--- config.mk ---
export PLATFORM = sky130hd
export DESIGN_NAME = pmwg_power_guard
export DESIGN_NICKNAME = d
export VERILOG_FILES = /design/src/include/pmwg_pkg.sv /design/src/include/pmwg_irq_if.sv /design/src/logic/pmwg_irq_select.sv /design/src/logic/pmwg_power_guard.sv
export VERILOG_INCLUDE_DIRS = /design/src /design/src/include
export SDC_FILE = /design/constraint.sdc
export NUM_CORES = 1
export LEC_CHECK = 0
export BUFFER_PORTS_ARGS = -buffer_cell sky130_fd_sc_hd__buf_2
export CAP_MARGIN = 5
export CORE_MARGIN = 4
export CORE_UTILIZATION = 40
export DETAILED_ROUTE_END_ITERATION = 10
export GPL_TIMING_DRIVEN = 0
export PLACE_DENSITY = 0.73
export SETUP_SLACK_MARGIN = 0.2
export SYNTH_ARGS = -nofsm -noshare
export SYNTH_HDL_FRONTEND = slang
export SYNTH_SLANG_ARGS = --single-unit
--- constraint.sdc ---
create_clock -name I_CLOCK -period 4.2 [get_ports I_CLOCK]
set_input_delay 0 -clock I_CLOCK [delete_from_list [all_inputs] [get_ports I_CLOCK]]
set_output_delay 0 -clock I_CLOCK [all_outputs]
set_load 0.05 [all_outputs]
--- src/include/pmwg_consts.svh ---
`ifndef PMWG_CONSTS_SVH
`define PMWG_CONSTS_SVH

// Special function register addresses
`define PMWG_ADDR_POWER_CONTROL 8'h87
`define PMWG_ADDR_EXT_IRQ_FLAGS 8'h91
`define PMWG_ADDR_TIMED_KEY 8'hC7
`define PMWG_ADDR_WDOG_CONTROL 8'hD8

// Power control fields
`define PMWG_PWR_IDLE_BIT 0
`define PMWG_PWR_STOP_BIT 1

// Extended interrupt flag fields
`define PMWG_EXTENDED_INTERRUPT_FLAGS_REF_KEEP_BIT 0
`define PMWG_EXTENDED_INTERRUPT_FLAGS_RING_SEL_BIT 1
`define PMWG_EXTENDED_INTERRUPT_FLAGS_RING_ACT_BIT 2

// Watchdog control fields; all but the power-fail flag are protected
`define PMWG_WDC_RESTART_BIT 0
`define PMWG_WDC_ENABLE_BIT 1
`define PMWG_WDC_WATCHDOG_INTERRUPT_FLAG_BIT 3
`define PMWG_WDC_PF_FLAG_BIT 4
`define PMWG_WDC_POR_BIT 6
`define PMWG_WDC_PROT_MASK 8'h4B
`define PMWG_WDC_RESET 8'h40

// Timed access keys and window length in cycles
`define PMWG_KEY_FIRST 8'hAA
`define PMWG_KEY_SECOND 8'h55
`define PMWG_KEY_WINDOW 2'h2

// Crystal clocks before leaving the ring oscillator
`define PMWG_RING_SWITCH_CLOCKS 65536

// Sources that can wake from stop: external 0 to 5
`define PMWG_STOP_WAKE_MASK 13'h0F0A
`define PMWG_NUM_SOURCES 13

// Vectors in natural priority order
`define PMWG_VEC_PFI 8'h33
`define PMWG_VEC_EXT0 8'h03
`define PMWG_VEC_TMR0 8'h0B
`define PMWG_VEC_EXT1 8'h13
`define PMWG_VEC_TMR1 8'h1B
`define PMWG_VEC_SER0 8'h23
`define PMWG_VEC_TMR2 8'h2B
`define PMWG_VEC_SER1 8'h3B
`define PMWG_VEC_EXT2 8'h43
`define PMWG_VEC_EXT3 8'h4B
`define PMWG_VEC_EXT4 8'h53
`define PMWG_VEC_EXT5 8'h5B
`define PMWG_VEC_WDOG 8'h63

`endif

--- src/include/pmwg_pkg.sv ---
package pmwg_pkg;
  typedef enum logic [1:0] {
    PMWG_RUN = 2'b00,
    PMWG_IDLE = 2'b01,
    PMWG_STOP = 2'b10
  } pmwg_mode_t;

  typedef enum logic [1:0] {
    PMWG_KEY_WAIT = 2'b00,
    PMWG_KEY_HALF = 2'b01,
    PMWG_KEY_OPEN = 2'b10
  } pmwg_key_t;
endpackage

--- src/include/pmwg_irq_if.sv ---
`timescale 1ns/1ps
interface pmwg_irq_if;
  logic [12:0] req;
  logic valid;
  logic [7:0] vector;
  modport sel (input req, output valid, output vector);
  modport user (output req, input valid, input vector);
endinterface

--- src/logic/pmwg_irq_select.sv ---
`timescale 1ns/1ps
`include "pmwg_consts.svh"
module pmwg_irq_select (
  pmwg_irq_if.sel irq
);
  import pmwg_pkg::*;

  // Index 0 is the highest natural priority
  function automatic logic [7:0] vec_of(input logic [3:0] idx);
    case (idx)
      4'h0: vec_of = `PMWG_VEC_PFI;
      4'h1: vec_of = `PMWG_VEC_EXT0;
      4'h2: vec_of = `PMWG_VEC_TMR0;
      4'h3: vec_of = `PMWG_VEC_EXT1;
      4'h4: vec_of = `PMWG_VEC_TMR1;
      4'h5: vec_of = `PMWG_VEC_SER0;
      4'h6: vec_of = `PMWG_VEC_TMR2;
      4'h7: vec_of = `PMWG_VEC_SER1;
      4'h8: vec_of = `PMWG_VEC_EXT2;
      4'h9: vec_of = `PMWG_VEC_EXT3;
      4'hA: vec_of = `PMWG_VEC_EXT4;
      4'hB: vec_of = `PMWG_VEC_EXT5;
      default: vec_of = `PMWG_VEC_WDOG;
    endcase
  endfunction

  // Scan from lowest priority up so the best one wins last
  always_comb begin
    irq.valid = 1'b0;
    irq.vector = 8'h00;
    for (int i = `PMWG_NUM_SOURCES - 1; i >= 0; i--) begin
      if (irq.req[i]) begin
        irq.valid = 1'b1;
        irq.vector = vec_of(4'(i));
      end
    end
  end
endmodule // pmwg_irq_select

--- src/logic/pmwg_power_guard.sv ---
// Notes on behaviour
// - Setting the idle bit of power control enters idle.
// - Idle keeps clocks, timers and serial ports running; memory stops.
// - Any enabled interrupt or a reset ends idle.
// - Setting the stop bit gates all clocks and halts the crystal.
// - Only external interrupts, reset, or power-fail with reference kept end stop.
// - Reference is off in stop unless the keep bit is set; resets clear.
// - With reference kept, power-fail interrupt and reset wake from stop.
// - Keep bit does not affect the reference outside stop.
// - Ring select makes an interrupt wake run on the ring oscillator.
// - Ring hands over to crystal after 65536 crystal clocks.
// - Stop before the handover turns every clock off again.
// - Ring active flag reads one while the ring clocks the core.
// - Protected writes are ignored unless right after the full key.
// - Keep bit, power-on flag and watchdog bits are protected.
// - Vectors and natural priority follow the fixed thirteen-entry table.
// - Each serial port requests on transmit-done or receive-done.
`timescale 1ns/1ps
`include "pmwg_consts.svh"
module pmwg_power_guard #(
  parameter int RING_SWITCH_CLOCKS = `PMWG_RING_SWITCH_CLOCKS
) (
  input wire logic I_CLOCK,
  input wire logic I_ARST_N,
  input wire logic I_SFR_WR,
  input wire logic I_SFR_RD,
  input wire logic [7:0] I_SFR_ADDR,
  input wire logic [7:0] I_SFR_WDATA,
  output logic [7:0] O_SFR_RDATA,
  input wire logic [5:0] I_EXT_IRQ,
  input wire logic [2:0] I_TIMER_OVF,
  input wire logic I_SER0_TX_DONE,
  input wire logic I_SER0_RX_DONE,
  input wire logic I_SER1_TX_DONE,
  input wire logic I_SER1_RX_DONE,
  input wire logic I_PF_IRQ,
  input wire logic I_PF_RESET,
  input wire logic I_WDOG_TIMEOUT_IRQ,
  input wire logic [12:0] I_IRQ_ENABLE,
  output logic O_CORE_CLK_EN,
  output logic O_PERIPH_CLK_EN,
  output logic O_MEM_EN,
  output logic O_XTAL_EN,
  output logic O_RING_EN,
  output logic O_REF_EN,
  output logic O_IRQ_VALID,
  output logic [7:0] O_IRQ_VECTOR,
  output logic O_WDOG_ENABLE,
  output logic O_WDOG_RESTART,
  output logic O_WAKE
);
  import pmwg_pkg::*;

  localparam int CW = $clog2(RING_SWITCH_CLOCKS + 1);
  localparam logic [CW-1:0] RING_LAST = CW'(RING_SWITCH_CLOCKS - 1);

  logic rst_meta;
  logic rst_n;
  pmwg_mode_t mode;
  pmwg_mode_t next_mode;
  pmwg_key_t key;
  pmwg_key_t next_key;
  logic [1:0] win;
  logic [1:0] next_win;
  logic ring_active;
  logic next_ring_active;
  logic [CW-1:0] ring_cnt;
  logic [CW-1:0] next_ring_cnt;
  logic [7:2] pwr_upper;
  logic [7:2] next_pwr_upper;
  logic ref_keep;
  logic next_ref_keep;
  logic ring_sel;
  logic next_ring_sel;
  logic [7:0] wdc;
  logic [7:0] next_wdc;
  logic [7:0] next_rdata;
  logic next_wake;
  logic next_restart;
  logic wr_pwr;
  logic wr_extended_interrupt_flags;
  logic wr_key;
  logic wr_wdc;
  logic ta_open;
  logic stop_wake;
  logic pf_wake;
  pmwg_irq_if irq ();

  // Reset release through two flops; assertion stays asynchronous
  always_ff @(posedge I_CLOCK or negedge I_ARST_N) begin
    if (!I_ARST_N) begin
      rst_meta <= 1'b0;
      rst_n <= 1'b0;
    end else begin
      rst_meta <= 1'b1;
      rst_n <= rst_meta;
    end
  end

  // Request vector in natural priority order, masked by core enables
  assign irq.req = I_IRQ_ENABLE & {I_WDOG_TIMEOUT_IRQ, I_EXT_IRQ[5:2],
    I_SER1_TX_DONE | I_SER1_RX_DONE, I_TIMER_OVF[2],
    I_SER0_TX_DONE | I_SER0_RX_DONE, I_TIMER_OVF[1],
    I_EXT_IRQ[1], I_TIMER_OVF[0], I_EXT_IRQ[0], I_PF_IRQ};

  pmwg_irq_select u_select (
    .irq(irq.sel)
  );

  // Address decode of the core's special function register writes
  always_comb begin
    wr_pwr = 1'b0;
    wr_extended_interrupt_flags = 1'b0;
    wr_key = 1'b0;
    wr_wdc = 1'b0;
    if (I_SFR_WR && I_SFR_ADDR == `PMWG_ADDR_POWER_CONTROL) begin
      wr_pwr = 1'b1;
    end else if (I_SFR_WR && I_SFR_ADDR == `PMWG_ADDR_EXT_IRQ_FLAGS) begin
      wr_extended_interrupt_flags = 1'b1;
    end else if (I_SFR_WR && I_SFR_ADDR == `PMWG_ADDR_TIMED_KEY) begin
      wr_key = 1'b1;
    end else if (I_SFR_WR && I_SFR_ADDR == `PMWG_ADDR_WDOG_CONTROL) begin
      wr_wdc = 1'b1;
    end
  end

  assign ta_open = (key == PMWG_KEY_OPEN);
  // Without clocks only external pins can wake; POWER_FAIL_INTERRUPT too if reference kept
  assign stop_wake = |(irq.req & `PMWG_STOP_WAKE_MASK)
    || (ref_keep && I_PF_IRQ);
  assign pf_wake = ref_keep && I_PF_RESET;

  // Timed access key sequence and its short window
  always_comb begin
    next_key = key;
    next_win = win;
    case (key)
      PMWG_KEY_WAIT: begin
        if (wr_key && I_SFR_WDATA == `PMWG_KEY_FIRST) begin
          next_key = PMWG_KEY_HALF;
        end
      end
      PMWG_KEY_HALF: begin
        if (wr_key && I_SFR_WDATA == `PMWG_KEY_SECOND) begin
          next_key = PMWG_KEY_OPEN;
          next_win = `PMWG_KEY_WINDOW;
        end else if (wr_key && I_SFR_WDATA == `PMWG_KEY_FIRST) begin
          next_key = PMWG_KEY_HALF;
        end else if (I_SFR_WR) begin
          next_key = PMWG_KEY_WAIT;
        end
      end
      PMWG_KEY_OPEN: begin
        next_win = win - 2'h1;
        if (wr_extended_interrupt_flags || wr_wdc || win == 2'h1) begin
          next_key = PMWG_KEY_WAIT;
        end else if (wr_key && I_SFR_WDATA == `PMWG_KEY_FIRST) begin
          next_key = PMWG_KEY_HALF;
        end else if (wr_key) begin
          next_key = PMWG_KEY_WAIT;
        end
      end
      default: begin
        next_key = PMWG_KEY_WAIT;
      end
    endcase
  end

  // Register contents; hardware sets beat software clears
  always_comb begin
    next_pwr_upper = pwr_upper;
    next_ref_keep = ref_keep;
    next_ring_sel = ring_sel;
    next_wdc = wdc;
    next_restart = 1'b0;
    if (wr_pwr) begin
      next_pwr_upper = I_SFR_WDATA[7:2];
    end
    if (wr_extended_interrupt_flags) begin
      next_ring_sel = I_SFR_WDATA[`PMWG_EXTENDED_INTERRUPT_FLAGS_RING_SEL_BIT];
      if (ta_open) begin
        next_ref_keep = I_SFR_WDATA[`PMWG_EXTENDED_INTERRUPT_FLAGS_REF_KEEP_BIT];
      end
    end
    if (wr_wdc) begin
      next_wdc = (wdc & `PMWG_WDC_PROT_MASK)
        | (I_SFR_WDATA & ~`PMWG_WDC_PROT_MASK);
      if (ta_open) begin
        next_wdc = I_SFR_WDATA;
        next_restart = I_SFR_WDATA[`PMWG_WDC_RESTART_BIT];
      end
    end
    // Restart bit is a strobe and never reads back as one
    next_wdc[`PMWG_WDC_RESTART_BIT] = 1'b0;
    if (I_WDOG_TIMEOUT_IRQ) begin
      next_wdc[`PMWG_WDC_WATCHDOG_INTERRUPT_FLAG_BIT] = 1'b1;
    end
    if (I_PF_IRQ) begin
      next_wdc[`PMWG_WDC_PF_FLAG_BIT] = 1'b1;
    end
  end

  // Power mode sequencing and the ring oscillator handover
  always_comb begin
    next_mode = mode;
    next_ring_active = ring_active;
    next_ring_cnt = ring_cnt;
    next_wake = 1'b0;
    if (ring_active && mode != PMWG_STOP) begin
      next_ring_cnt = ring_cnt + 1'b1;
      if (ring_cnt == RING_LAST) begin
        next_ring_active = 1'b0;
        next_ring_cnt = '0;
      end
    end
    case (mode)
      PMWG_RUN: begin
        if (wr_pwr && I_SFR_WDATA[`PMWG_PWR_STOP_BIT]) begin
          next_mode = PMWG_STOP;
          next_ring_active = 1'b0;
          next_ring_cnt = '0;
        end else if (wr_pwr && I_SFR_WDATA[`PMWG_PWR_IDLE_BIT]) begin
          next_mode = PMWG_IDLE;
        end
      end
      PMWG_IDLE: begin
        if (irq.valid) begin
          next_mode = PMWG_RUN;
          next_wake = 1'b1;
        end
      end
      PMWG_STOP: begin
        if (stop_wake || pf_wake) begin
          next_mode = PMWG_RUN;
          next_wake = 1'b1;
          next_ring_active = ring_sel && stop_wake;
        end
      end
      default: begin
        next_mode = PMWG_RUN;
      end
    endcase
  end

  // Registered read data; unmapped addresses read zero
  always_comb begin
    next_rdata = O_SFR_RDATA;
    if (I_SFR_RD) begin
      if (I_SFR_ADDR == `PMWG_ADDR_POWER_CONTROL) begin
        next_rdata = {pwr_upper, mode == PMWG_STOP, mode == PMWG_IDLE};
      end else if (I_SFR_ADDR == `PMWG_ADDR_EXT_IRQ_FLAGS) begin
        next_rdata = {I_EXT_IRQ[5:2], 1'b0, ring_active,
          ring_sel, ref_keep};
      end else if (I_SFR_ADDR == `PMWG_ADDR_WDOG_CONTROL) begin
        next_rdata = wdc;
      end else begin
        next_rdata = 8'h00;
      end
    end
  end

  // All state and every output register
  always_ff @(posedge I_CLOCK or negedge rst_n) begin
    if (!rst_n) begin
      mode <= PMWG_RUN;
      key <= PMWG_KEY_WAIT;
      win <= 2'h0;
      ring_active <= 1'b0;
      ring_cnt <= '0;
      pwr_upper <= 6'h00;
      ref_keep <= 1'b0;
      ring_sel <= 1'b0;
      wdc <= `PMWG_WDC_RESET;
      O_SFR_RDATA <= 8'h00;
      O_CORE_CLK_EN <= 1'b1;
      O_PERIPH_CLK_EN <= 1'b1;
      O_MEM_EN <= 1'b1;
      O_XTAL_EN <= 1'b1;
      O_RING_EN <= 1'b0;
      O_REF_EN <= 1'b1;
      O_IRQ_VALID <= 1'b0;
      O_IRQ_VECTOR <= 8'h00;
      O_WDOG_ENABLE <= 1'b0;
      O_WDOG_RESTART <= 1'b0;
      O_WAKE <= 1'b0;
    end else begin
      mode <= next_mode;
      key <= next_key;
      win <= next_win;
      ring_active <= next_ring_active;
      ring_cnt <= next_ring_cnt;
      pwr_upper <= next_pwr_upper;
      ref_keep <= next_ref_keep;
      ring_sel <= next_ring_sel;
      wdc <= next_wdc;
      O_SFR_RDATA <= next_rdata;
      O_CORE_CLK_EN <= next_mode != PMWG_STOP;
      O_PERIPH_CLK_EN <= next_mode != PMWG_STOP;
      O_MEM_EN <= next_mode == PMWG_RUN;
      O_XTAL_EN <= next_mode != PMWG_STOP;
      O_RING_EN <= next_ring_active;
      O_REF_EN <= next_mode != PMWG_STOP || next_ref_keep;
      O_IRQ_VALID <= irq.valid;
      O_IRQ_VECTOR <= irq.vector;
      O_WDOG_ENABLE <= next_wdc[`PMWG_WDC_ENABLE_BIT];
      O_WDOG_RESTART <= next_restart;
      O_WAKE <= next_wake;
    end
  end
endmodule // pmwg_power_guard

After elaboration in Yosys (flattened, before gate mapping)
Index checks and enable logic that the tools add are counted.
- $add $sub $neg: 2
- equality and inequality tests: 18
- mux-type cells: 74
- bitwise logic cells: 4
- reduce and logical (&&, ||, !) cells: 26
- operator list (operator ; count):
    two-way mux 7 bit ; 13
    two-way mux 17 bit ; 4
    == test 8 bit (second input constant) ; 5
    two-way mux 1 bit ; 35
    two-way mux 8 bit ; 4
    two-way mux 2 bit ; 12
    adder 17 x 1 -> 17 bit (second input constant) ; 1
    == test 17 x 16 -> 1 bit (second input constant) ; 1
    bitwise AND 13 bit ; 1
    logical AND 1 bit ; 12
    one-hot mux 2 bit (3 select lines) ; 2
    == test 8 x 7 -> 1 bit (second input constant) ; 1
    != test 2 bit (second input constant) ; 4
    bitwise OR 7 x 8 -> 8 bit ; 1
    == test 2 x 1 -> 1 bit (second input constant) ; 3
    logical NOT 2 bit ; 3
    nonzero test 2 bit ; 3
    OR reduction 6 bit ; 1
    logical OR 1 bit ; 5
    two-way mux 5 bit ; 1
    == test 2 bit (second input constant) ; 2
    != test 4 x 2 -> 1 bit (second input constant) ; 1
    != test 4 bit (second input constant) ; 1
    one-hot mux 1 bit (2 select lines) ; 2
    5 further kinds ; 6
- register bits after elaboration: 63
- logic and storage cells: 146

Depth between registers and ports, before layout
- depth after elaboration: 19
- mapped depth: 8
- gate-level depth less buffers: 8

Cells and area by module
Synthesis repeated with hierarchy kept, for this count alone.
- cells, all modules: 302
- area total of the unflattened synthesis: 3189.3 um2
- by module, submodules not included (module ; instances ; cells each ; area an instance (um2) ; sequential area each (um2)):
    pmwg_power_guard ; 1 ; 272 ; 3004.1 ; 1581.5
    pmwg_irq_select ; 1 ; 30 ; 185.2 ; 0.0

Worst setup path before layout
No wires, ideal clock.
- kind: register to register
- start: register ring_active
- end: register ring_cnt[10]
- data arrival time: 1.645 ns
- slack: 2.434 ns
- cell stages (with the launch flop): 6
- cell sequence: dfrtp_1 -> nor2b_1 -> and4_1 -> a32o_1 -> buf_2 -> nor2_1
- longest elaborated chain between the ends: 4
- RTL lines (what ; line ; source):
    from (decl) ; pmwg_power_guard.sv:65 ; logic ring_active;
    from (signal assigned) ; pmwg_power_guard.sv:290 ; ring_active <= next_ring_active;
    logical AND 1 bit * ; pmwg_power_guard.sv:209 ; if (ring_active && mode != PMWG_STOP) begin
    two-way mux 17 bit * ; pmwg_power_guard.sv:209 ;
    two-way mux 17 bit ; pmwg_power_guard.sv:218 ; if (wr_pwr && I_SFR_WDATA[`PMWG_PWR_STOP_BIT]) begin
    two-way mux 17 bit * ; pmwg_power_guard.sv:216 ; case (mode)
    net next_ring_cnt[10] ; pmwg_power_guard.sv:68 ; logic [CW-1:0] next_ring_cnt;
    to (signal assigned) ; pmwg_power_guard.sv:291 ; ring_cnt <= next_ring_cnt;
    to (decl) ; pmwg_power_guard.sv:67 ; logic [CW-1:0] ring_cnt;
Mark *: on every way through the listed nets, which the timed path passes. The rest lies on a longest branch.
A chain may end at the register's enable or synchronous reset.

Worst setup path in the final report
- start: register mode[0]
- end: register ring_cnt[11]
- longest elaborated chain between the ends: 5
- elaborated cells between the ends (all ways): 6
- RTL lines (what ; line ; source):
    from (decl) ; pmwg_power_guard.sv:59 ; pmwg_mode_t mode;
    from (signal assigned) ; pmwg_power_guard.sv:287 ; mode <= next_mode;
    != test 2 bit ; pmwg_power_guard.sv:209 ;
    logical AND 1 bit ; pmwg_power_guard.sv:209 ;
    two-way mux 17 bit ; pmwg_power_guard.sv:209 ;
    two-way mux 17 bit ; pmwg_power_guard.sv:218 ;
    two-way mux 17 bit * ; pmwg_power_guard.sv:216 ;
    net next_ring_cnt[11] ; pmwg_power_guard.sv:68 ;
Marks and branches as above.

==> metrics.md <==
| Metric | Value |
|---|---|
| Max cap viols | `0` |
| Vias per inst | `5.13` |
| Clk slew on worst S/H paths | `0.07 ns` |
| Port Buffers | `70` |
| Die area | `0.00901 sq mm` |
| Startpoint Class | `flop` |
| Finished Cell Area | `0.00392 sq mm` |
| Setup Buffers After CTS | `0` |
| Fmax | `0.490 GHz` |
| YS warnings | `0` |
| Synthesis-to-finish area growth | `29.6%` |
| Outcome | `finished, final reports clean` |
| Nets@finish | `451` |
| P_leak | `1.75 nW` |
| Final WL | `7050 microns` |
| Final period utilization | `48.6%` |
| RSZ-0062 raised after global routing | `false` |
| Worst-case reg-to-reg path depth | `7` |
| Largest net degree at the start of global routing | `31` |
| Routed vias | `2567` |
| Remaining DRCs | `0` |
| Die Wd | `94.9 microns` |
| Crit path largest cell delay | `0.40 ns` |
| Worst Path Required | `4.42 ns` |
| Share of layout cells above drive strength 1 | `30.4%` |
| PostCTS Resize Cnt | `0` |
| Final worst slack | `2.16 ns` |
| Syn Area/Cell | `10.2 sq um` |
| Placeable Area | `0.00729 sq mm` |
| Antenna violations before repair | `0` |
| Crit path from | `mode[0]` |
| Total GRT Usage | `17.5%` |
| Die Height | `94.9 microns` |
| Avg WL per Cell | `14.1 microns` |
| Syn Std Cell Area | `0.00302 sq mm` |
| Top cells by area, synth | `dfrtp_1 46%, nor2_1 4.5%, nand2_1 3.7%` |
| Min-delay worst type | `primary input to flop` |
| Number of synthesized register bits | `60` |
| Place WS | `2.15 ns` |
| Clock sink total | `60` |
| Dpl hpwl | `5380 microns` |
| Final ANT Viol Nets | `0` |
| Final Hold Fails | `0` |
| Num ports | `75` |
| Fin Setup TNS | `0 ns` |
| Maximum vdd drop | `218 uV` |
| Worst skew pair latency | `0.34 ns` |
| Post-synth EDFFs | `0` |
| Post-Place Cell Area | `0.00352 sq mm` |
| Slew @ Worst Pin | `0.661 ns` |
| DR iter-0 viols | `118` |
| Initial DRT Pass Iterations | `4` |
| Ys async rst share | `100%` |
| CP Capture Type | `flop` |
| Slowest-stage cell, CP | `dfrtp_1` |
| Grt ovf | `0` |
| First-pass GRT wire length | `12100 microns` |
| Leading area contributor after synthesis | `dfrtp_1` |
| Final GP Congestion | `0.877` |
| CP Cell Sequence | `inv_1, ha_1, nor2b_1, and4_1, a32o_1, buf_2, nor2_1` |
| H-tree depth | `3` |
| Crit path time final | `2.04 ns` |
| Reg2reg setup slack | `2.16 ns` |
| Finished Layout Cells | `500` |
| Reg-to-reg endpoint | `ring_cnt[11]` |
| Slew Limit Headroom | `56.0%` |
| Synth cell types | `58` |
| Reg2reg start | `mode[0]` |
| PwrDens | `430 mW/mm^2` |
| CP arrival | `2.26 ns` |
| Max-slew violation count | `0` |
| Synth Flop Type | `dfrtp_1` |
| Register area share after synthesis | `49.9%` |
| Vias in the first global route | `2601` |
| CTS tree | `done` |
| FP Rows | `31` |
| Clock root cell | `clkbuf_8` |
| Initial core utilization | `41.4%` |
| Clock Skew | `0.00976 ns` |
| Crit path to | `ring_cnt[11]` |
| Core Util, Final | `53.7%` |
| Num CTS Buffers | `9` |
| Crit Path Class | `flop to flop` |
| # diodes | `0` |
| Cells after DPL | `467` |
| Worst Path Max Fanout | `10` |
| Setup-failing EPs final | `0` |
| CTS Buffer Depth | `2` |
| Syn Inst Count | `296` |
| Top cell type's share of synthesized area | `46.4%` |
cell usage in the layout (no fill, tap or decap), types with 9 or more instances in the layout:
| master | count |
|---|---|
| nand2_1 | 30 |
| inv_1 | 9 |
| nand3_1 | 17 |
| clkbuf_8 | 10 |
| nand4_1 | 9 |
| buf_2 | 73 |
| o21ai_0 | 9 |
| nor2_1 | 36 |
| dlygate4sd3_1 | 17 |
| mux2_2 | 9 |
| a21oi_1 | 12 |
| xor2_1 | 9 |
| dfrtp_1 | 55 |
routing by layer:
metal  vias up  track usage [%]  part of all wire, %  wire (microns)
met1      1235             21.2                   42            2970
met2        59             29.8                   52            3650
met3        10             4.06                  4.3             303
met5         -                0                    0               0
met4         0             7.21                  1.7             123
li1       1263                -                    -               -
synth_stat cells (4+ instances only):
master and number:
mux2_2 9, nor2_1 36, inv_1 9, a31oi_1 4, nand3_1 17, xnor2_1 5, ha_1 6, xor2_1 9
dfstp_2 4, and2_1 4, nand4_1 9, o21ai_0 9, a222oi_1 7, buf_4 5, nand2_1 30, a21oi_1 12
dfrtp_1 56
kinds of logic (layout without fill, tap and decap cells):
group | after synthesis | after routing | synth area share, %
fa+ha+maj | 6 | 6 | 2.48
other cells | 2 | 3 | 0.249
flops | 60 | 60 | 49.9
compound gates | 55 | 55 | 13.5
xor+xnor | 14 | 14 | 4.06
simple gates | 126 | 126 | 22.0
mux | 12 | 12 | 4.47
buf+inv | 21 | 125 | 3.40
power by group:
| group | internal, mW | switching, mW |
|---|---|---|
| Clock | 0.349 | 0.239 |
| Sequential | 0.657 | 0.0741 |
| Combinational | 0.153 | 0.210 |
| Total | 1.16 | 0.523 |
state kept, by name (all words and copies together), names as in the netlist:
name	cells
O_IRQ_VALID	1
O_IRQ_VECTOR	5
O_MEM_EN	1
O_REF_EN	1
O_SFR_RDATA	8
O_WAKE	1
O_WDOG_ENABLE	1
O_WDOG_RESTART	1
O_XTAL_EN	1
key	2
mode	2
pwr_upper	6
ref_keep	1
ring_active	1
ring_cnt	17
ring_sel	1
rst_meta	1
rst_n	1
wdc	6
win	2
critical path, delay by kind of cell, from the launching register on:
family          cells  cell delay, ns
simple gates        3            0.69
flops               1            0.40
buf+inv             2            0.33
fa+ha+maj           1            0.29
compound gates      1            0.23
how the worst min path moves through the flow:
| stage | end | startpoint | slack (ns) | depth (start not counted) |
|---|---|---|---|---|
| floorplan | rst_meta | I_ARST_N | -0.30 | 0 |
| global placement | rst_n | I_ARST_N | -0.21 | 1 |
| detailed placement | rst_meta | I_ARST_N | -0.21 | 1 |
| CTS | O_IRQ_VECTOR[5] | I_IRQ_ENABLE[12] | 0.0006 | 3 |
| global route | O_IRQ_VECTOR[4] | I_TIMER_OVF[0] | 0.03 | 4 |
| finish | O_IRQ_VECTOR[5] | I_IRQ_ENABLE[12] | 0.005 | 3 |
repair_timing:
| item | CTS | global route |
|---|---|---|
| endpoints found under the setup margin | 0 | 0 |
| hold endpoints to repair | 22 | 0 |
| hold buffers | 17 | 0 |
layout make-up:
cell class	instances	area, sq um
Sequential cell	60	1510
Timing Repair Buffer	88	541
Clock buffer	10	138
Clock inverter	6	87.6
Inverter	10	38.8
Buffer	11	63.8
Fill cell	673	3380
Tap cell	99	124
Multi-Input combinational cell	216	1420
through the flow:
stage               power, mW  hold WS [ns]
floorplan               0.983        -0.296
global placement         1.08        -0.214
detailed placement       1.10        -0.210
CTS                      1.70      0.000588
global route             1.78        0.0347
finish                   1.68       0.00534
No activity file was read; power rests on OpenSTA's default activity.
